--- src/sec_policy_pkg.sv ---
// frame security policy package: modes, frame classes, register map,
// field positions and the structs carried on the frame ports.
// assumes a single clock domain and an AXI4-Lite register port.
`default_nettype none
package sec_policy_pkg;
  // security modes as advertised in beacons
  localparam logic [1:0] MODE_OPEN = 2'h0;
  localparam logic [1:0] MODE_MIXED = 2'h1;
  localparam logic [1:0] MODE_STRICT = 2'h2;
  localparam logic [1:0] MODE_RSVD = 2'h3;

  // widths of carried fields
  localparam int TEMPORAL_KEY_IDENTIFIER_W = 8;
  localparam int PEER_W = 3;
  localparam int SLOT_W = 2;
  localparam int LEN_W = 12;
  localparam int CNT_W = 32;

  // register byte offsets
  localparam logic [7:0] REG_CTRL = 8'h00;
  localparam logic [7:0] REG_STAT = 8'h04;
  localparam logic [7:0] REG_CNT_DROP = 8'h08;
  localparam logic [7:0] REG_CNT_UNK = 8'h0C;
  localparam logic [7:0] REG_CNT_ICV = 8'h10;
  localparam logic [7:0] REG_KEY_BASE = 8'h20;
  localparam logic [7:0] REG_PEER_BASE = 8'h40;

  // field positions
  localparam int CTRL_MODE_LSB = 0;
  localparam int STAT_REL_LSB = 8;
  localparam int STAT_KEY_LSB = 16;
  localparam int KEY_TEMPORAL_KEY_IDENTIFIER_LSB = 0;
  localparam int KEY_VALID_BIT = 8;
  localparam int PEER_REL_BIT = 0;
  localparam int PEER_MODE_LSB = 1;
  localparam int PEER_SLOT_LSB = 4;

  localparam logic [1:0] RESP_OKAY = 2'h0;
  localparam logic [1:0] RESP_SLVERR = 2'h2;
  localparam logic [LEN_W-1:0] EO_WHOLE = 12'h000;

  typedef enum logic [4:0] {
    FT_BEACON, FT_IMM_ACK, FT_BLK_ACK, FT_RTS, FT_CTS, FT_CTRL_A,
    FT_CTRL_R, FT_APP_CTRL, FT_CRP_REQ, FT_CRP_RSP, FT_PROBE,
    FT_PTK_CMD, FT_GTK_CMD, FT_APP_CMD, FT_DATA, FT_AGG_DATA,
    FT_OTHER_CMD
  } frame_t;

  // protection class: never, either, always secure
  typedef enum logic [1:0] {PROT_N, PROT_NS, PROT_S} prot_t;

  typedef struct packed {
    logic valid;
    frame_t ftype;
    logic want_sec;
    logic [PEER_W-1:0] peer;
    logic [TEMPORAL_KEY_IDENTIFIER_W-1:0] temporal_key_identifier;
    logic [LEN_W-1:0] pay_len;
    logic [LEN_W-1:0] agg_len;
    logic [LEN_W-1:0] app_eo;
  } tx_req_t;

  typedef struct packed {
    logic valid;
    logic secure;
    logic block;
    logic [TEMPORAL_KEY_IDENTIFIER_W-1:0] temporal_key_identifier;
    logic [LEN_W-1:0] eo;
    logic [CNT_W-1:0] secure_frame_counter;
  } tx_dec_t;

  typedef struct packed {
    logic valid;
    frame_t ftype;
    logic secure;
    logic [PEER_W-1:0] peer;
    logic [TEMPORAL_KEY_IDENTIFIER_W-1:0] temporal_key_identifier;
    logic [CNT_W-1:0] secure_frame_counter;
    logic icv_ok;
  } rx_frm_t;

  typedef struct packed {
    logic valid;
    logic accept;
    logic drop;
    logic unk_key;
    logic icv_fail;
  } rx_res_t;
endpackage
`default_nettype wire

--- src/mac_frame_security_policy.sv ---
// security policy of the MAC: mode, per frame protection decision,
// key and offset selection, receive discard and management reports.
// assumes the cipher datapath, handshake and key storage sit outside;
// frame ports are synchronous to sys_clk_i.
`timescale 1ns/1ps
`default_nettype none

// Functional notes
// - three modes: open, mixed secure and plain, strictly secure
// - current mode is advertised in every beacon parameters field
// - drop plain frame from related peer when its type needs security
// - data frames use the key named by the identifier from above
// - secure commands use a key held for that relationship
// - beacon, acks, rts, cts and two control types always go plain
// - app frames, probe, reservation and pairwise commands may go either way
// - group key commands always go secure within a relationship
// - data and aggregated data always go secure within a relationship
// - unlisted command types are treated as plain frames
// - pairwise and group key commands use offset zero
// - reservation commands use offset equal to payload length
// - aggregated data uses offset equal to aggregation header length
// - mode 0 sends only plain frames and forms no relationship
// - mode 0 discards every received secure frame
// - secure frames with unknown key identifier are reported
// - secure frames failing the integrity check are reported
// - payload encryption is AES-128 in counter mode
// - integrity value is AES-128 chained block authentication
// - a pairwise key never appears in any frame
// - group keys travel only in group key commands, always encrypted
// - each key has its own frame counter and replay counter
// - modes 1 and 2 drop secure frames from unrelated peers
// - reset leaves mode 1 off; it needs an explicit selection
// - mode 2 refuses relationships with peers in mode 0 or 1
module mac_frame_security_policy import sec_policy_pkg::*; #(
  parameter int NKEY = 4,
  parameter int NPEER = 8
) (
  input wire logic sys_clk_i, // 40 MHz clock
  input wire logic reset_i, // async, active high
  input wire logic s_axi_awvalid_i, // write address valid
  output logic s_axi_awready_o, // write address ready
  input wire logic [7:0] s_axi_awaddr_i, // write byte address
  input wire logic s_axi_wvalid_i, // write data valid
  output logic s_axi_wready_o, // write data ready
  input wire logic [31:0] s_axi_wdata_i, // write data
  input wire logic [3:0] s_axi_wstrb_i, // write byte enables
  output logic s_axi_bvalid_o, // write response valid
  input wire logic s_axi_bready_i, // write response ready
  output logic [1:0] s_axi_bresp_o, // write response code
  input wire logic s_axi_arvalid_i, // read address valid
  output logic s_axi_arready_o, // read address ready
  input wire logic [7:0] s_axi_araddr_i, // read byte address
  output logic s_axi_rvalid_o, // read data valid
  input wire logic s_axi_rready_i, // read data ready
  output logic [31:0] s_axi_rdata_o, // read data
  output logic [1:0] s_axi_rresp_o, // read response code
  input wire tx_req_t tx_req_i, // frame offered for transmit
  output tx_dec_t tx_dec_o, // protection decision, one cycle later
  input wire rx_frm_t rx_frm_i, // received frame summary
  output rx_res_t rx_res_o, // keep or discard, plus reports
  output logic [1:0] beacon_mode_o, // mode for beacon parameters
  output logic aes_ctr_sel_o, // cipher uses AES-128 counter mode
  output logic aes_cbcmac_sel_o // integrity uses AES-128 CBC-MAC
);

  // policy state, key table and bus registers
  logic [1:0] mode_q;
  logic [NPEER-1:0] rel_q;
  logic [1:0] pmode_q [NPEER];
  logic [SLOT_W-1:0] pslot_q [NPEER];
  logic [NKEY-1:0] kval_q;
  logic [TEMPORAL_KEY_IDENTIFIER_W-1:0] ktkid_q [NKEY];
  logic [CNT_W-1:0] sfc_q [NKEY], rpl_q [NKEY];
  logic [CNT_W-1:0] cnt_drop_q, cnt_unk_q, cnt_icv_q;
  tx_dec_t tx_dec_q;
  rx_res_t rx_res_q;
  logic awready_q, bvalid_q, arready_q, rvalid_q, aes_sel_q;
  logic [1:0] bresp_q, rresp_q;
  logic [31:0] rdata_q;
  // protection class of each frame type
  function automatic prot_t prot_of(input frame_t f);
    case (f)
      FT_BEACON, FT_IMM_ACK, FT_BLK_ACK, FT_RTS, FT_CTS, FT_CTRL_A,
      FT_CTRL_R: prot_of = PROT_N;
      FT_APP_CTRL, FT_CRP_REQ, FT_CRP_RSP, FT_PROBE, FT_PTK_CMD,
      FT_APP_CMD: prot_of = PROT_NS;
      FT_GTK_CMD: prot_of = PROT_S;
      FT_DATA, FT_AGG_DATA: prot_of = PROT_S;
      default: prot_of = PROT_N;
    endcase
  endfunction
  // key slot lookup by identifier; lowest valid slot wins
  function automatic logic [SLOT_W:0] key_find(
      input logic [TEMPORAL_KEY_IDENTIFIER_W-1:0] id, input logic [NKEY-1:0] val,
      input logic [NKEY*TEMPORAL_KEY_IDENTIFIER_W-1:0] ids);
    key_find = '0;
    for (int k = NKEY - 1; k >= 0; k--) begin
      if (val[k] && ids[k*TEMPORAL_KEY_IDENTIFIER_W +: TEMPORAL_KEY_IDENTIFIER_W] == id) begin
        key_find = {1'b1, SLOT_W'(k)};
      end
    end
  endfunction
  logic [NKEY*TEMPORAL_KEY_IDENTIFIER_W-1:0] ids_flat;
  for (genvar g = 0; g < NKEY; g++) begin : g_ids
    assign ids_flat[g*TEMPORAL_KEY_IDENTIFIER_W +: TEMPORAL_KEY_IDENTIFIER_W] = ktkid_q[g];
  end
  // write needs address and data together; response blocks the next
  wire wr_go = s_axi_awvalid_i && s_axi_wvalid_i && !bvalid_q &&
               !awready_q;
  wire [7:0] wk_off = s_axi_awaddr_i - REG_KEY_BASE;
  wire [7:0] wp_off = s_axi_awaddr_i - REG_PEER_BASE;
  wire w_al = s_axi_awaddr_i[1:0] == 2'h0;
  wire w_ctrl = w_al && s_axi_awaddr_i == REG_CTRL;
  wire w_key = w_al && s_axi_awaddr_i >= REG_KEY_BASE &&
               int'(wk_off[7:2]) < NKEY;
  wire w_peer = w_al && s_axi_awaddr_i >= REG_PEER_BASE &&
                int'(wp_off[7:2]) < NPEER;
  wire w_ro = w_al && (s_axi_awaddr_i == REG_STAT ||
              s_axi_awaddr_i == REG_CNT_DROP ||
              s_axi_awaddr_i == REG_CNT_UNK ||
              s_axi_awaddr_i == REG_CNT_ICV);
  wire w_hit = w_ctrl || w_key || w_peer || w_ro;
  wire [SLOT_W-1:0] w_kidx = wk_off[2 +: SLOT_W];
  wire [PEER_W-1:0] w_pidx = wp_off[2 +: PEER_W];
  wire [1:0] w_mode = s_axi_wdata_i[CTRL_MODE_LSB +: 2];
  wire [1:0] w_pmode = s_axi_wdata_i[PEER_MODE_LSB +: 2];
  wire lane0 = s_axi_wstrb_i[0];
  wire lane1 = s_axi_wstrb_i[1];
  // reserved mode code is ignored, keeping the previous mode
  wire mode_wr = wr_go && w_ctrl && lane0 && w_mode != MODE_RSVD;
  wire key_wr = wr_go && w_key && lane0 && lane1;
  wire peer_wr = wr_go && w_peer && lane0;

  // relationship admission: open mode never, strict needs strict peer,
  // mixed needs mixed peer
  wire rel_ok = (mode_q == MODE_STRICT && w_pmode == MODE_STRICT) ||
                (mode_q == MODE_MIXED && w_pmode == MODE_MIXED);
  wire rel_set = s_axi_wdata_i[PEER_REL_BIT] && rel_ok;
  // read decode
  wire rd_go = s_axi_arvalid_i && !rvalid_q && !arready_q;
  wire [7:0] rk_off = s_axi_araddr_i - REG_KEY_BASE;
  wire [7:0] rp_off = s_axi_araddr_i - REG_PEER_BASE;
  wire r_al = s_axi_araddr_i[1:0] == 2'h0;
  wire r_key = r_al && s_axi_araddr_i >= REG_KEY_BASE &&
               int'(rk_off[7:2]) < NKEY;
  wire r_peer = r_al && s_axi_araddr_i >= REG_PEER_BASE &&
                int'(rp_off[7:2]) < NPEER;
  wire [SLOT_W-1:0] r_kidx = rk_off[2 +: SLOT_W];
  wire [PEER_W-1:0] r_pidx = rp_off[2 +: PEER_W];
  wire [31:0] stat_w = (32'(rel_q) << STAT_REL_LSB) |
                       (32'(kval_q) << STAT_KEY_LSB) | 32'(mode_q);
  wire [31:0] key_rd = (32'(kval_q[r_kidx]) << KEY_VALID_BIT) |
                       32'(ktkid_q[r_kidx]);
  wire [31:0] peer_rd = (32'(pslot_q[r_pidx]) << PEER_SLOT_LSB) |
                        (32'(pmode_q[r_pidx]) << PEER_MODE_LSB) |
                        32'(rel_q[r_pidx]);
  wire r_ctrl = r_al && s_axi_araddr_i == REG_CTRL;
  wire r_stat = r_al && s_axi_araddr_i == REG_STAT;
  wire r_drop = r_al && s_axi_araddr_i == REG_CNT_DROP;
  wire r_unk = r_al && s_axi_araddr_i == REG_CNT_UNK;
  wire r_icv = r_al && s_axi_araddr_i == REG_CNT_ICV;
  wire r_hit = r_ctrl || r_stat || r_drop || r_unk || r_icv ||
               r_key || r_peer;
  wire [31:0] rd_mux = r_ctrl ? 32'(mode_q) :
                       r_stat ? stat_w :
                       r_drop ? cnt_drop_q :
                       r_unk ? cnt_unk_q :
                       r_icv ? cnt_icv_q :
                       r_key ? key_rd :
                       r_peer ? peer_rd : 32'h0000_0000;
  // transmit decision
  wire tx_data = tx_req_i.ftype == FT_DATA || tx_req_i.ftype == FT_AGG_DATA;
  wire prot_t tx_pol = prot_of(tx_req_i.ftype);
  wire tx_rel = rel_q[tx_req_i.peer] && mode_q != MODE_OPEN;
  wire tx_need = tx_rel && (tx_pol == PROT_S ||
                 (tx_pol == PROT_NS && tx_req_i.want_sec));
  wire [SLOT_W:0] tx_find = key_find(tx_req_i.temporal_key_identifier, kval_q, ids_flat);
  wire [SLOT_W-1:0] tx_pslot = pslot_q[tx_req_i.peer];
  wire [SLOT_W-1:0] tx_slot = tx_data ? tx_find[SLOT_W-1:0]
                                      : tx_pslot;
  wire tx_key_ok = tx_data ? tx_find[SLOT_W] : kval_q[tx_pslot];
  // group keys must never leave in clear, so a plain group command
  // is stopped rather than sent
  wire tx_gtk_bad = tx_req_i.ftype == FT_GTK_CMD && !tx_need;
  // strict mode sends no data before a relationship exists
  wire tx_nodata = mode_q == MODE_STRICT && tx_data && !tx_rel;
  wire tx_block = (tx_need && !tx_key_ok) || tx_gtk_bad || tx_nodata;
  wire tx_sec = tx_need && !tx_block;
  wire [LEN_W-1:0] tx_eo =
      (tx_req_i.ftype == FT_PTK_CMD ||
       tx_req_i.ftype == FT_GTK_CMD) ? EO_WHOLE :
      (tx_req_i.ftype == FT_CRP_REQ ||
       tx_req_i.ftype == FT_CRP_RSP) ? tx_req_i.pay_len :
      (tx_req_i.ftype == FT_AGG_DATA) ? tx_req_i.agg_len :
      tx_req_i.app_eo;
  wire [CNT_W-1:0] tx_sfc_nx = sfc_q[tx_slot] + CNT_W'(1);
  wire tx_inc = tx_req_i.valid && tx_sec;
  // receive filter
  wire prot_t rx_pol = prot_of(rx_frm_i.ftype);
  wire rx_rel = rel_q[rx_frm_i.peer] && mode_q != MODE_OPEN;
  wire rx_d_open = rx_frm_i.secure && mode_q == MODE_OPEN;
  wire rx_d_norel = rx_frm_i.secure && mode_q != MODE_OPEN &&
                    !rx_rel;
  wire rx_d_plain = !rx_frm_i.secure && rx_rel &&
                    rx_pol == PROT_S;
  wire [SLOT_W:0] rx_find = key_find(rx_frm_i.temporal_key_identifier, kval_q, ids_flat);
  wire [SLOT_W-1:0] rx_slot = rx_find[SLOT_W-1:0];
  wire rx_chk = rx_frm_i.secure && !rx_d_open && !rx_d_norel;
  wire rx_unk = rx_chk && !rx_find[SLOT_W];
  wire rx_icvf = rx_chk && rx_find[SLOT_W] && !rx_frm_i.icv_ok;
  // replay check after integrity, so a forged counter cannot move it
  wire rx_replay = rx_chk && rx_find[SLOT_W] && rx_frm_i.icv_ok &&
                   rx_frm_i.secure_frame_counter <= rpl_q[rx_slot];
  wire rx_drop = rx_d_open || rx_d_norel || rx_d_plain || rx_unk ||
                 rx_icvf || rx_replay;
  wire rx_upd = rx_frm_i.valid && rx_chk && !rx_drop;
  // mode and relationships
  always_ff @(posedge sys_clk_i or posedge reset_i) begin
    if (reset_i) begin
      mode_q <= MODE_OPEN;
      rel_q <= '0;
    end else begin
      if (mode_wr) begin
        mode_q <= w_mode;
      end
      if (mode_wr && w_mode == MODE_OPEN) begin
        rel_q <= '0;
      end else if (peer_wr) begin
        rel_q[w_pidx] <= rel_set;
      end
    end
  end
  // peer attributes and key table
  always_ff @(posedge sys_clk_i or posedge reset_i) begin
    if (reset_i) begin
      kval_q <= '0;
      for (int i = 0; i < NPEER; i++) begin
        pmode_q[i] <= MODE_OPEN;
        pslot_q[i] <= '0;
      end
      for (int k = 0; k < NKEY; k++) begin
        ktkid_q[k] <= '0;
      end
    end else begin
      if (peer_wr) begin
        pmode_q[w_pidx] <= w_pmode;
        pslot_q[w_pidx] <= s_axi_wdata_i[PEER_SLOT_LSB +: SLOT_W];
      end
      if (key_wr) begin
        kval_q[w_kidx] <= s_axi_wdata_i[KEY_VALID_BIT];
        ktkid_q[w_kidx] <= s_axi_wdata_i[KEY_TEMPORAL_KEY_IDENTIFIER_LSB +: TEMPORAL_KEY_IDENTIFIER_W];
      end
    end
  end
  // per key counters; a rewritten key restarts both of its counters
  always_ff @(posedge sys_clk_i or posedge reset_i) begin
    if (reset_i) begin
      for (int k = 0; k < NKEY; k++) begin
        sfc_q[k] <= '0;
        rpl_q[k] <= '0;
      end
    end else begin
      for (int k = 0; k < NKEY; k++) begin
        if (key_wr && w_kidx == SLOT_W'(k)) begin
          sfc_q[k] <= '0;
          rpl_q[k] <= '0;
        end else begin
          if (tx_inc && tx_slot == SLOT_W'(k)) begin
            sfc_q[k] <= tx_sfc_nx;
          end
          if (rx_upd && rx_slot == SLOT_W'(k)) begin
            rpl_q[k] <= rx_frm_i.secure_frame_counter;
          end
        end
      end
    end
  end

  // frame results, one cycle after the request
  always_ff @(posedge sys_clk_i or posedge reset_i) begin
    if (reset_i) begin
      tx_dec_q <= '0;
      rx_res_q <= '0;
    end else begin
      tx_dec_q.valid <= tx_req_i.valid;
      tx_dec_q.secure <= tx_sec;
      tx_dec_q.block <= tx_block;
      tx_dec_q.temporal_key_identifier <= ktkid_q[tx_slot];
      tx_dec_q.eo <= tx_eo;
      tx_dec_q.secure_frame_counter <= tx_sec ? tx_sfc_nx : '0;
      rx_res_q.valid <= rx_frm_i.valid;
      rx_res_q.accept <= rx_frm_i.valid && !rx_drop;
      rx_res_q.drop <= rx_frm_i.valid && rx_drop;
      rx_res_q.unk_key <= rx_frm_i.valid && rx_unk;
      rx_res_q.icv_fail <= rx_frm_i.valid && rx_icvf;
    end
  end

  // management event counters, wrapping
  always_ff @(posedge sys_clk_i or posedge reset_i) begin
    if (reset_i) begin
      cnt_drop_q <= '0;
      cnt_unk_q <= '0;
      cnt_icv_q <= '0;
    end else begin
      if (rx_res_q.drop) cnt_drop_q <= cnt_drop_q + CNT_W'(1);
      if (rx_res_q.unk_key) cnt_unk_q <= cnt_unk_q + CNT_W'(1);
      if (rx_res_q.icv_fail) cnt_icv_q <= cnt_icv_q + CNT_W'(1);
    end
  end

  // bus handshakes: ready pulses one cycle, answers wait for ready
  always_ff @(posedge sys_clk_i or posedge reset_i) begin
    if (reset_i) begin
      awready_q <= 1'b0;
      bvalid_q <= 1'b0;
      bresp_q <= RESP_OKAY;
      arready_q <= 1'b0;
      rvalid_q <= 1'b0;
      rresp_q <= RESP_OKAY;
      rdata_q <= '0;
      aes_sel_q <= 1'b1;
    end else begin
      aes_sel_q <= 1'b1;
      awready_q <= wr_go;
      if (wr_go) begin
        bvalid_q <= 1'b1;
        bresp_q <= w_hit ? RESP_OKAY : RESP_SLVERR;
      end else if (s_axi_bready_i) begin
        bvalid_q <= 1'b0;
      end
      arready_q <= rd_go;
      if (rd_go) begin
        rvalid_q <= 1'b1;
        rresp_q <= r_hit ? RESP_OKAY : RESP_SLVERR;
        rdata_q <= rd_mux;
      end else if (s_axi_rready_i) begin
        rvalid_q <= 1'b0;
      end
    end
  end

  // outputs; no port carries key material, so a pairwise key can
  // never reach a frame
  assign s_axi_awready_o = awready_q;
  assign s_axi_wready_o = awready_q;
  assign s_axi_bvalid_o = bvalid_q;
  assign s_axi_bresp_o = bresp_q;
  assign s_axi_arready_o = arready_q;
  assign s_axi_rvalid_o = rvalid_q;
  assign s_axi_rresp_o = rresp_q;
  assign s_axi_rdata_o = rdata_q;
  assign tx_dec_o = tx_dec_q;
  assign rx_res_o = rx_res_q;
  assign beacon_mode_o = mode_q;
  // fixed cipher choices, from a flop that holds 1 from reset on
  assign aes_ctr_sel_o = aes_sel_q;
  assign aes_cbcmac_sel_o = aes_sel_q;
  // checks
  a_open_no_tx_sec: assert property (@(posedge sys_clk_i)
    disable iff (reset_i) mode_q == MODE_OPEN && tx_req_i.valid
    |=> !tx_dec_o.secure) else $error("secure send in mode 0");
  a_fixed_plain: assert property (@(posedge sys_clk_i)
    disable iff (reset_i) tx_req_i.valid && prot_of(tx_req_i.ftype) ==
    PROT_N |=> !tx_dec_o.secure) else $error("plain-only sent secure");
  a_data_secure: assert property (@(posedge sys_clk_i)
    disable iff (reset_i) tx_req_i.valid && tx_data && tx_rel &&
    tx_find[SLOT_W] |=> tx_dec_o.secure) else $error("data not secure");
  a_gtk_never_plain: assert property (@(posedge sys_clk_i)
    disable iff (reset_i) tx_req_i.valid && tx_req_i.ftype == FT_GTK_CMD
    |=> tx_dec_o.secure || tx_dec_o.block) else $error("plain gtk");
  a_key_eo_zero: assert property (@(posedge sys_clk_i)
    disable iff (reset_i) tx_req_i.valid && (tx_req_i.ftype == FT_PTK_CMD
    || tx_req_i.ftype == FT_GTK_CMD) |=> tx_dec_o.eo == EO_WHOLE)
    else $error("key command offset not zero");
  a_agg_eo: assert property (@(posedge sys_clk_i)
    disable iff (reset_i) tx_req_i.valid && tx_req_i.ftype == FT_AGG_DATA
    |=> tx_dec_o.eo == $past(tx_req_i.agg_len))
    else $error("aggregate offset wrong");
  a_open_rx_drop: assert property (@(posedge sys_clk_i)
    disable iff (reset_i) rx_frm_i.valid && rx_frm_i.secure &&
    mode_q == MODE_OPEN |=> rx_res_o.drop && !rx_res_o.accept)
    else $error("secure frame kept in mode 0");
  a_plain_rel_drop: assert property (@(posedge sys_clk_i)
    disable iff (reset_i) rx_frm_i.valid && rx_d_plain
    |=> rx_res_o.drop) else $error("plain frame kept");
  a_unk_report: assert property (@(posedge sys_clk_i)
    disable iff (reset_i) rx_res_o.unk_key |=> cnt_unk_q ==
    $past(cnt_unk_q) + CNT_W'(1)) else $error("unknown key lost");
  a_mode_strict_rel: assert property (@(posedge sys_clk_i)
    disable iff (reset_i) peer_wr && mode_q == MODE_STRICT && w_pmode !=
    MODE_STRICT |=> !rel_q[$past(w_pidx)]) else $error("bad relation");

endmodule // mac_frame_security_policy
`default_nettype wire

--- config.mk ---
export PLATFORM = sky130hd
export DESIGN_NAME = mac_frame_security_policy
export DESIGN_NICKNAME = d
export VERILOG_FILES = /design/src/sec_policy_pkg.sv /design/src/mac_frame_security_policy.sv
export SDC_FILE = /design/constraint.sdc
export NUM_CORES = 1
export LEC_CHECK = 0
export BUFFER_PORTS_ARGS = -buffer_cell sky130_fd_sc_hd__clkbuf_2
export CAP_MARGIN = 20
export CELL_PAD_IN_SITES_DETAIL_PLACEMENT = 0
export CELL_PAD_IN_SITES_GLOBAL_PLACEMENT = 2
export CORE_UTILIZATION = 35
export CTS_CLUSTER_DIAMETER = 150
export DETAILED_ROUTE_END_ITERATION = 7
export PLACE_DENSITY = 0.87
export SLEW_MARGIN = 10
export SYNTH_ARGS = -nofsm -noshare
export SYNTH_HDL_FRONTEND = slang
export SYNTH_SLANG_ARGS = --single-unit
--- constraint.sdc ---
create_clock -name sys_clk_i -period 17 [get_ports sys_clk_i]
set_clock_uncertainty 0.2 [all_clocks]
set_input_delay 1.7 -clock sys_clk_i [delete_from_list [all_inputs] [get_ports sys_clk_i]]
set_output_delay 1.7 -clock sys_clk_i [all_outputs]
set_load 0.005 [all_outputs]
== After elaboration in Yosys (flattened, before gate mapping) ==
Memory sizes are Yosys's and may differ from the RTL's.
Cells that the tools add are included.

* Bits in registers: 530
* Bits in read-only memories: 64
* Input bits: 164
* Output and inout port bits: 105
* Logic and storage cells: 375
* Memories kept: 2

* Add/sub/neg operators: 8
* Magnitude comparators: 27
* Eq/ne operators: 39
* Multiplexer cells: 91
* Bitwise operators: 12
* Reductions and logical operators: 144

{| class="wikitable"
|+ Memories
! name !! depth !! bits a word !! read ports !! clocked after Yosys merged registers in !! write ports !! line !! source
|-
| (no name shown) || 16 || 2 || 1 || 0 || 0 || mac_frame_security_policy.sv:82 || <nowiki>case (f)</nowiki>
|-
| (no name shown) || 16 || 2 || 1 || 0 || 0 || mac_frame_security_policy.sv:82 ||
|}

{| class="wikitable"
|+ Operators by type and width
! cell !! count
|-
| $mux W32 || 26
|-
| $add A32 B1 Y32 const B || 4
|-
| $bmux W32 S2 || 2
|-
| $logic_and A1 B1 Y1 || 84
|-
| $eq A8 B8 Y1 || 8
|-
| $mux W8 || 7
|-
| $mux W12 || 3
|-
| $bmux W8 S2 || 2
|-
| $bwmux W16 || 2
|-
| $bwmux W32 || 1
|-
| $eq A8 B4 Y1 const B || 4
|-
| $le A32 B32 Y1 || 1
|-
| $eq A5 B4 Y1 const B || 6
|-
| $logic_or A1 B1 Y1 || 24
|-
| $mux W2 || 12
|-
| $mux W3 || 8
|-
| $reduce_bool A2 Y1 || 12
|-
| $eq A2 B2 Y1 const B || 10
|-
| $or A16 B20 Y20 || 1
|-
| $or A20 B2 Y20 || 1
|-
| $bmux W2 S3 || 3
|-
| $demux W8 S2 || 1
|-
| $eq A8 B3 Y1 const B || 2
|-
| $eq A8 B5 Y1 const B || 2
|-
| other kinds (34) || 95
|}

== Longest topological paths before layout ==
Gate-level depths: netlist of the first run.

* Depth in word-level cells: 18
* Depth in mapped cells: 26
* Depth with buffers taken out: 22

== Worst setup path before layout of the first run ==
No wires, ideal clock.

* Path type: input -> register
* From: in rx_frm_i[34] in the netlist's numbering
* To: reg rpl_q[64] in the netlist's numbering
* Setup time: 132 ps
* Arrival time: 5953 ps
* Slack: 10715 ps
* Stages: 25
* Path buffers: 5
* Cell sequence: clkbuf_1 -> xor2_1 -> nor4_1 -> nand4_1 -> nor3_1 -> clkbuf_1 -> buf_1 -> a22oi_1 -> nand2_1 -> a21oi_1 -> ha_1 -> a21o_1 -> a21o_1 -> a21o_1 -> a21oi_1 -> nor2b_1 -> o21ai_0 -> nand2b_1 -> a31oi_1 -> o21a_1 -> or4b_2 -> clkbuf_1 -> buf_1 -> mux2i_1 -> nor2_1

* Cells in the longest elaborated chain, start to end: 17
* Elaborated cells between the ends (all ways): 31
* Those cells by class: order compare: 1; eq/ne: 5; mux: 7; bitwise: 1; reduce/logical: 17

{| class="wikitable"
|+ RTL lines
! what !! line !! source
|-
| start: declaration || mac_frame_security_policy.sv:59 || <nowiki>input wire rx_frm_t rx_frm_i,</nowiki>
|-
| $eq A8 B8 Y1 || mac_frame_security_policy.sv:98 || <nowiki>if (val[k] && ids[k*TEMPORAL_KEY_IDENTIFIER_W +: TEMPORAL_KEY_IDENTIFIER_W] == id) begin</nowiki>
|-
| $logic_and A1 B1 Y1 || mac_frame_security_policy.sv:98 ||
|-
| $mux W3 (3 in series) || mac_frame_security_policy.sv:98 ||
|-
| $mux W3 * || mac_frame_security_policy.sv:98 ||
|-
| $not A2 Y3 (implied by the code) || mac_frame_security_policy.sv:213 || <nowiki>rx_frm_i.secure_frame_counter <= rpl_q[rx_slot];</nowiki>
|-
| $bmux W32 S2 || mac_frame_security_policy.sv:213 ||
|-
| $mux W32 (implied by the code) (2 in series) || mac_frame_security_policy.sv:213 ||
|-
| $le A32 B32 Y1 (implied by the code) || mac_frame_security_policy.sv:213 ||
|-
| $logic_and A1 B1 Y1 || mac_frame_security_policy.sv:212 || <nowiki>wire rx_replay = rx_chk && rx_find[SLOT_W] && rx_frm_i.icv_ok &&</nowiki>
|-
| $logic_or A1 B1 Y1 || mac_frame_security_policy.sv:215 || <nowiki>rx_icvf || rx_replay;</nowiki>
|-
| $logic_not A1 Y1 || mac_frame_security_policy.sv:216 || <nowiki>wire rx_upd = rx_frm_i.valid && rx_chk && !rx_drop;</nowiki>
|-
| $logic_and A1 B1 Y1 || mac_frame_security_policy.sv:216 ||
|-
| $logic_and A1 B1 Y1 * || mac_frame_security_policy.sv:271 || <nowiki>if (rx_upd && rx_slot == SLOT_W'(k)) begin</nowiki>
|-
| $reduce_bool A2 Y1 (no line) * || n/a ||
|-
| end signal: indexed assignment || mac_frame_security_policy.sv:272 || <nowiki>rpl_q[k] <= rx_frm_i.secure_frame_counter;</nowiki>
|-
| end: declaration || mac_frame_security_policy.sv:73 || <nowiki>logic [CNT_W-1:0] sfc_q [NKEY], rpl_q [NKEY];</nowiki>
|}

Every way passes the cells marked *; elsewhere a longest branch is shown, timed or not. The select of a mux whose other input is x is not followed.
A chain may end at the register's enable or synchronous reset.

== Worst setup path in the final report of the first run ==
* From: in rx_frm_i[33] in the netlist's numbering
* To: reg rpl_q[85] in the netlist's numbering

The elaborated chain is that of the path after synthesis.

==> results.tsv, run 1 <==
metric	value	unit
worst slew pin tran	1020	ps
Net Sw Power	0.727	mW
# H-tree levels	2	
HPWL Detailed	53700	um
WL final	82800	um
RSZ-0062 raised after global routing	false	
port buffer count	239	
fraction of registers with async set or reset after synthesis	1.00	
worst min path class	reg2reg	
number of synthesized register bits	528	
Top Ports	269	
CP Class	in2reg	
Setup crit end kind	register	
global-route wire length before repair	128000	um
leakage power	14.9	nW
CTS tree	built	
sequential power share	0.447	
Comb pwr share	0.073	
Clock Tree Buf Depth	3	
post-synthesis instance area	26800	um2
via count	21500	
CTS root buf	clkbuf_16	
DP Area	29000	um2
Core Area	75900	um2
die height	279	um
vias in the first global route	21600	
ys flop type	dfrtp_1	
synth cell count leaders	dfrtp_1, nor2_1, nand2_1, mux2i_1, nand3_1	
Post-Synth XOR/XNOR Area	0.0619	
clk_lat worst skew	670	ps
Pwr Density	95.0	nW/um2
Synth area leader	dfrtp_1	
post-synthesis cell type count	71	
TritonCTS buffer count	61	
relative slew slack	0.318	
multiplexer share of the synthesized area	0.118	
worst endpoint required time	17300	ps
PostCTS Resize Cnt	0	
DR DRC count	0	
row count	101	
VDD IR max	0.0928	mV
Setup Total Neg Slack	0	ps
fraction of layout cells with a size suffix above 1	0.177	
Worst EP arrival	7060	ps
Worst-path clk slew	60	ps
top cell type's share of synthesized area	0.492	
Synth Area in Adders	0.0177	
hold buffer count at cts	0	
Post-synth EDFFs	0	
Synth-to-Final Area Change	16.6	%
synthesized instance count	2695	
Setup-failing EPs final	0	
overall track demand over capacity in global routing	0.211	
simple-gate area share of the yosys netlist	0.171	
vias per cell	5.42	
Setup Fix Bufs, Post-CTS	0	
top cells by area, synth	dfrtp_1, mux2i_1, nor2_1, nand2_1, xnor2_1	
count of final hold-check violations	0	
hold_ws	268	ps
DRT antenna net count	0	
Worst setup SP type	input port	
initial antenna violation count	14	
Nets	3069	
die area	77800	um2
Max Cap Violations	0	
Ys Warns	0	
Final Max Tran Viols	0	
DR pass1 iterations	5	
post-route cell area	31300	um2
Period Utilization, post-route	0.398	
Die W	279	um
post-synthesis sequential area ratio	0.492	
clock share of power	0.480	
Synth Area in Compound Gates	0.107	
pin count of the biggest net entering global routing	186	
most frequent cell after synthesis	dfrtp_1	
Crit Path Max Fanout	30	
Fmax	148	MHz
GRT Residual Overflow	0	
Syn Area/Cell	9.96	um2
routability cong.	0.867	
status	completed	
Switching Fraction	0.244	
min Tclk post-route	6760	ps
Pint	2.25	mW
main combinational cell family by area after synthesis	simple AND/OR/NAND/NOR gates	
DRT iter0 DRCs	1749	
Num Clock Sinks	528	
initial core utilization	0.354	
routed length per instance	20.9	um
-- through the flow --
step | utilization | instances | power [mW] | setup WS, ps
3_3_place_gp | 0.382 | 3833 | 1.57 | 9620
5_1_grt | 0.412 | 3952 | 3.10 | 9980
2_1_floorplan | - | 2697 | 1.47 | 347
6_report | 0.412 | 3961 | 2.97 | 10240
3_5_place_dp | 0.382 | 3833 | 1.57 | 9630
4_1_cts | 0.412 | 3949 | 3.01 | 10310
-- placed cells by master, fill, tap and decap left out, drive strengths merged, types with 9 or more instances in the layout --
master / count
dfrtp: 528
nor4: 13
mux4: 27
nand4: 56
nand2: 341
nor2b: 12
clkinv: 15
a311oi: 14
clkbuf: 324
xnor2: 117
o21a: 9
nand2b: 11
and2: 15
xor2: 72
nor2: 346
ha: 38
a21oi: 119
and3: 35
inv: 36
mux2i: 183
nand3: 120
a41oi: 12
nor3: 23
a31oi: 16
a22oi: 15
buf: 43
diode: 11
and4: 17
a211oi: 28
o21ai: 114
mux2: 63
a221oi: 45
a22o: 25
-- per-layer routing --
layer | GRT usage | part of all wire | wire [um] | vias up
li1 | - | - | - | 9859
met2 | 0.344 | 0.48 | 39400 | 671
met4 | 0.0642 | 0.026 | 2170 | 16
met1 | 0.282 | 0.43 | 35700 | 10800
met5 | 0 | 0.0012 | 100 | -
met3 | 0.0398 | 0.066 | 5430 | 151
-- power groups by stage --
stage,Combinational [mW],Clock (mW),Sequential [mW]
6_report,0.217,1.43,1.33
5_1_grt,0.245,1.52,1.33
4_1_cts,0.220,1.46,1.33
3_5_place_dp,0.219,0,1.35
3_3_place_gp,0.215,0,1.35
2_1_floorplan,0.117,0,1.35
-- cell families after synthesis --
group / after synthesis
XOR/XNOR: 189
adder cells (fa/ha/maj): 38
flip-flops: 528
AND/OR/NAND/NOR: 1017
AO/OA/AOI/OAI: 440
other: 2
multiplexers: 273
buffers and inverters: 208
-- worst paths after layout --
check / startpoint / end / slack [ps] / depth (start not counted)
max reg2reg: ids_flat[8] / rpl_q[85] / 10910 / 21
min: cnt_drop_q[31] / cnt_drop_q[31] / 270 / 1
max in group asynchronous: reset_i / rpl_q[66] / 13290 / 4
max: rx_frm_i[33] / rpl_q[85] / 10240 / 22
min reg2reg: cnt_drop_q[31] / cnt_drop_q[31] / 270 / 1
min in group asynchronous: reset_i / s_axi_rvalid_o / 980 / 2
-- flip-flops by register name, summed over array words and instances, names as in the netlist, 32 cells and up --
name	flops
rpl_q	128
sfc_q	128
tx_dec_o	55
cnt_drop_q	32
cnt_icv_q	32
cnt_unk_q	32
ids_flat	32
s_axi_rdata_o	32
-- final cells by class --
cell class                 instances  area, um2
sequential                       528      13200
timing repair buffer             282       1560
antenna                           11       27.5
inverter                          33        131
fill                            7315      44600
clock buffer                      85       1790
tap                             1030       1290
clock inverter                    31        430
multi-input combinational       1961      12900
-- critical path: stages --
cell and delay [ps]:
clkbuf_2 140, xor2_1 160, nor4_1 310, nand4_1 330, nand2_1 300, nor3_2 50
buf_4 310, inv_1 220, o22ai_1 100, a21oi_1 110, o21ai_0 110, ha_1 310
nand3_1 90, nor3_1 370, nand2_1 210, o41ai_1 490, o31ai_1 140, o21ai_1 270
or4b_2 470, buf_4 520, mux2i_1 270, nor2_1 50
(Power assumes the default switching activity.)
==> run 2: changes to the inputs <==
--- a/config.mk
+++ b/config.mk
@@ -5,6 +5,7 @@
 export SDC_FILE = /design/constraint.sdc
 export NUM_CORES = 1
 export LEC_CHECK = 0
+export ABC_AREA = 1
 export BUFFER_PORTS_ARGS = -buffer_cell sky130_fd_sc_hd__clkbuf_2
 export CAP_MARGIN = 20
 export CELL_PAD_IN_SITES_DETAIL_PLACEMENT = 0
@@ -12,7 +13,7 @@
 export CORE_UTILIZATION = 35
 export CTS_CLUSTER_DIAMETER = 150
 export DETAILED_ROUTE_END_ITERATION = 7
-export PLACE_DENSITY = 0.87
+export PLACE_DENSITY = 0.9
 export SLEW_MARGIN = 10
 export SYNTH_ARGS = -nofsm -noshare
 export SYNTH_HDL_FRONTEND = slang
==> constraint.sdc (replaced) <==
create_clock -name sys_clk_i -period 6.7 [get_ports sys_clk_i]
set_clock_uncertainty 0.2 [all_clocks]
set_input_delay 0.67 -clock sys_clk_i [delete_from_list [all_inputs] [get_ports sys_clk_i]]
set_output_delay 0.67 -clock sys_clk_i [all_outputs]
set_load 0.005 [all_outputs]
==> run 2 against run 1 <==
  * Area after synthesis increased by 5.1%
  * Worst hold slack lost 230 ps
  * Sequential share of layout area is 2.1 points lower
  * Wire length up 15%
  * Critical path type is now reg2reg
  * Largest cell class unchanged
  * Largest power group unchanged
  * Highest routed layer unchanged
==> results.tsv, run 2 <==
metric	value	unit	change
Post-Synth XOR/XNOR Area	0.0323		-0.0296
initial antenna violation count	14		unchanged
min Tclk post-route	5470	ps	
worst setup margin	1230	ps	-9010 ps
VDD IR max	0.154	mV	+66%
initial core utilization	0.355		+0.00184
CP Class	reg2reg		
die height	286	um	+2.5%
Endpoint, Worst Hold	s_axi_bvalid_o		
DRT iter0 DRCs	2170		+24%
# H-tree levels	3		+1
Pint	6.51	mW	+190%
post-synthesis sequential area ratio	0.468		-0.0237
post-synthesis instance area	28200	um2	+5.1%
DR DRC count	0		unchanged
WL final	95500	um	+15%
vias in the first global route	24800		+15%
Worst-path clk slew	60	ps	about the same
top cells by area, synth	dfrtp_1, nand2_1, nand3_1, inv_1, o21ai_0		
critical hold path startpoint	s_axi_bready_i		
hold path depth	2		+1
leakage power	16.7	nW	+12%
fraction of registers with async set or reset after synthesis	1.00		unchanged
port buffer count	239		unchanged
dpl cells	4841		+26%
worst slew pin tran	1040	ps	+18.1 ps
Synth Area in Adders	0.0169		-0.000855
die area	81700	um2	+5.0%
fraction of layout cells with a size suffix above 1	0.137		-0.0404
routed length per instance	19.2	um	-8.0%
Setup-failing EPs final	0		unchanged
DR pass1 iterations	5		unchanged
clock share of power	0.442		-0.038
pin count of the biggest net entering global routing	131		-30%
Worst setup SP type	register		
most frequent cell after synthesis	nand2_1		
RSZ-0062 raised after global routing	false		
non-filler cells in the finished layout	4968		+25%
FF-to-FF path depth	24		+14%
TritonCTS buffer count	68		+11%
number of synthesized register bits	528		unchanged
Num Clock Sinks	528		unchanged
Net Sw Power	2.59	mW	+260%
Comb pwr share	0.154		+0.081
Core Area	79400	um2	+4.5%
worst min path class	in2reg		
top cell type's share of synthesized area	0.468		-0.0237
DRT antenna net count	0		unchanged
GRT Residual Overflow	0		unchanged
Synth Area in Compound Gates	0.102		-0.00467
row count	103		+2.0%
status	completed		
Final Max Tran Viols	0		unchanged
Top Ports	269		unchanged
Clock Tree Buf Depth	3		unchanged
Fmax	183	MHz	
Crit Path Max Fanout	32		+6.7%
most common cell after layout, fill and taps aside	nand2_1		
global-route wire length before repair	149000	um	+16%
synthesized instance count	3647		+35%
simple-gate area share of the yosys netlist	0.302		+0.130
Max Cap Violations	0		unchanged
PostCTS Resize Cnt	0		unchanged
via count	25800		+20%
post-synthesis cell type count	59		-17%
Nets	4066		+32%
Synth area leader	dfrtp_1		
CTS tree	built		
Worst EP arrival	5810	ps	-1250 ps
Setup crit end kind	register		
pre-CTS setup slack	900	ps	-8730 ps
R2R Setup Slk	1230	ps	-9680 ps
r2r endpoint	rpl_q[44]		
worst endpoint required time	7040	ps	-10260 ps
HPWL Detailed	65100	um	+21%
most frequent cells in the layout	nand2_1, dfrtp_1, nand3_1		
Syn Area/Cell	7.74	um2	-22%
RR Startpoint	ids_flat[6]		
sequential power share	0.405		-0.042
FILL cells	8318		+14%
CTS root buf	clkbuf_16		
ys flop type	dfrtp_1		
Switching Fraction	0.285		+0.0406
overall track demand over capacity in global routing	0.233		+0.0221
Ys Warns	0		unchanged
Period Utilization, post-route	0.817		
clk_lat worst skew	610	ps	-60 ps
Post-synth EDFFs	0		unchanged
routability cong.	0.922		+6.4%
multiplexer share of the synthesized area	0.00479		-0.113
Synth-to-Final Area Change	16.9	%	
main combinational cell family by area after synthesis	simple AND/OR/NAND/NOR gates		
synth cell count leaders	nand2_1, dfrtp_1, nand3_1, inv_1, nor2_1		
count of final hold-check violations	0		unchanged
relative slew slack	0.301		-0.0178
vias per cell	5.18		-4.4%
Die W	286	um	+2.5%
Pwr Density	276	nW/um2	+190%
## run 2: cell types whose count changed after synthesis, sizes merged, moves of 45 or more
cell	delta
o22ai	+60
mux2i	-183
o21ai	+118
xnor2	-91
inv	+313
nand2	+837
nor2	-78
nand3	+241
mux2	-51
a21oi	-45
## run 2: worst max-delay path by stage
stage | slack (ps) | from | cells after the start | to
3_3_place_gp | 1010 | rx_frm_i[33] | 28 | rpl_q[33]
6_report | 1230 | ids_flat[6] | 24 | rpl_q[44]
5_1_grt | 690 | ids_flat[6] | 24 | rpl_q[29]
3_5_place_dp | 900 | rx_frm_i[33] | 28 | rpl_q[33]
4_1_cts | 1280 | ids_flat[6] | 24 | rpl_q[54]
2_1_floorplan | -1350 | reset_i | 1 | beacon_mode_o[0]
## run 2: repair_timing
action	CTS	global route
hold buffers	3	0
setup buffers	0	0
hold endpoints to repair	28	0
## run 2: cell families (layout without fill, tap and decap cells)
| kind of cell | count (synthesis) | count (layout) |
|---|---|---|
| XOR/XNOR | 104 | 104 |
| AO/OA/AOI/OAI | 481 | 481 |
| multiplexers | 12 | 12 |
| AND/OR/NAND/NOR | 1978 | 1978 |
| other | 2 | 7 |
| flip-flops | 528 | 528 |
| buffers and inverters | 504 | 770 |
| adder cells (fa/ha/maj) | 38 | 38 |
## run 2: layout make-up
cell class	instances	area, um2	area share
antenna	3	7.51	0.000228
clock buffer	90	1960	0.0593
clock inverter	31	499	0.0151
inverter	354	1330	0.0404
multi-input combinational	2617	13000	0.394
sequential	528	13200	0.401
tap	1050	1310	0.0398
timing repair buffer	295	1670	0.0508
## run 2: power by group through the flow
stage / logic [mW] / registers (mW) / clock network [mW]
after detailed placement: 1.40 / 3.73 / 0
after floorplan: 0.982 / 3.70 / 0
after global routing: 1.59 / 3.72 / 4.23
after CTS: 1.41 / 3.68 / 4.10
final: 1.40 / 3.68 / 4.02
after global placement: 1.39 / 3.73 / 0
## run 2: through the flow
stage	hold slack [ps]	util	cell area, um2	power [mW]	setup TNS, ps
after global placement	253	0.384	30500	5.12	0
after detailed placement	257	0.384	30500	5.13	0
after global routing	31.4	0.415	33000	9.54	0
after floorplan	240	-	28200	4.68	-710750
after CTS	15.3	0.415	33000	9.20	0
final	37.2	0.415	33000	9.11	0
## run 2: routing by layer
metal | track usage | vias up | wire length [um]
met5 | 0 | - | 145
met4 | 0.0592 | 22 | 1720
met3 | 0.0451 | 134 | 6590
met2 | 0.373 | 747 | 44000
met1 | 0.321 | 12500 | 43100
li1 | - | 12400 | -
## run 2: critical path: stages (launching register included)
cell and delay, ps:
dfrtp_1 490, xor2_1 200, a2111oi_0 520, nand3_1 240, nand2_1 150, nor2_1 100
inv_1 60, nand2_1 120, inv_1 410, buf_4 290, a221oi_1 100, ha_1 320
nand2_1 80, nor3_1 370, nand2_1 120, a21oi_1 180, a211oi_1 90, nand2_1 120
nand2_1 70, o21ai_2 230, nand2_1 130, nor2_2 110, buf_4 420, nand4_1 140
nand2_1 90
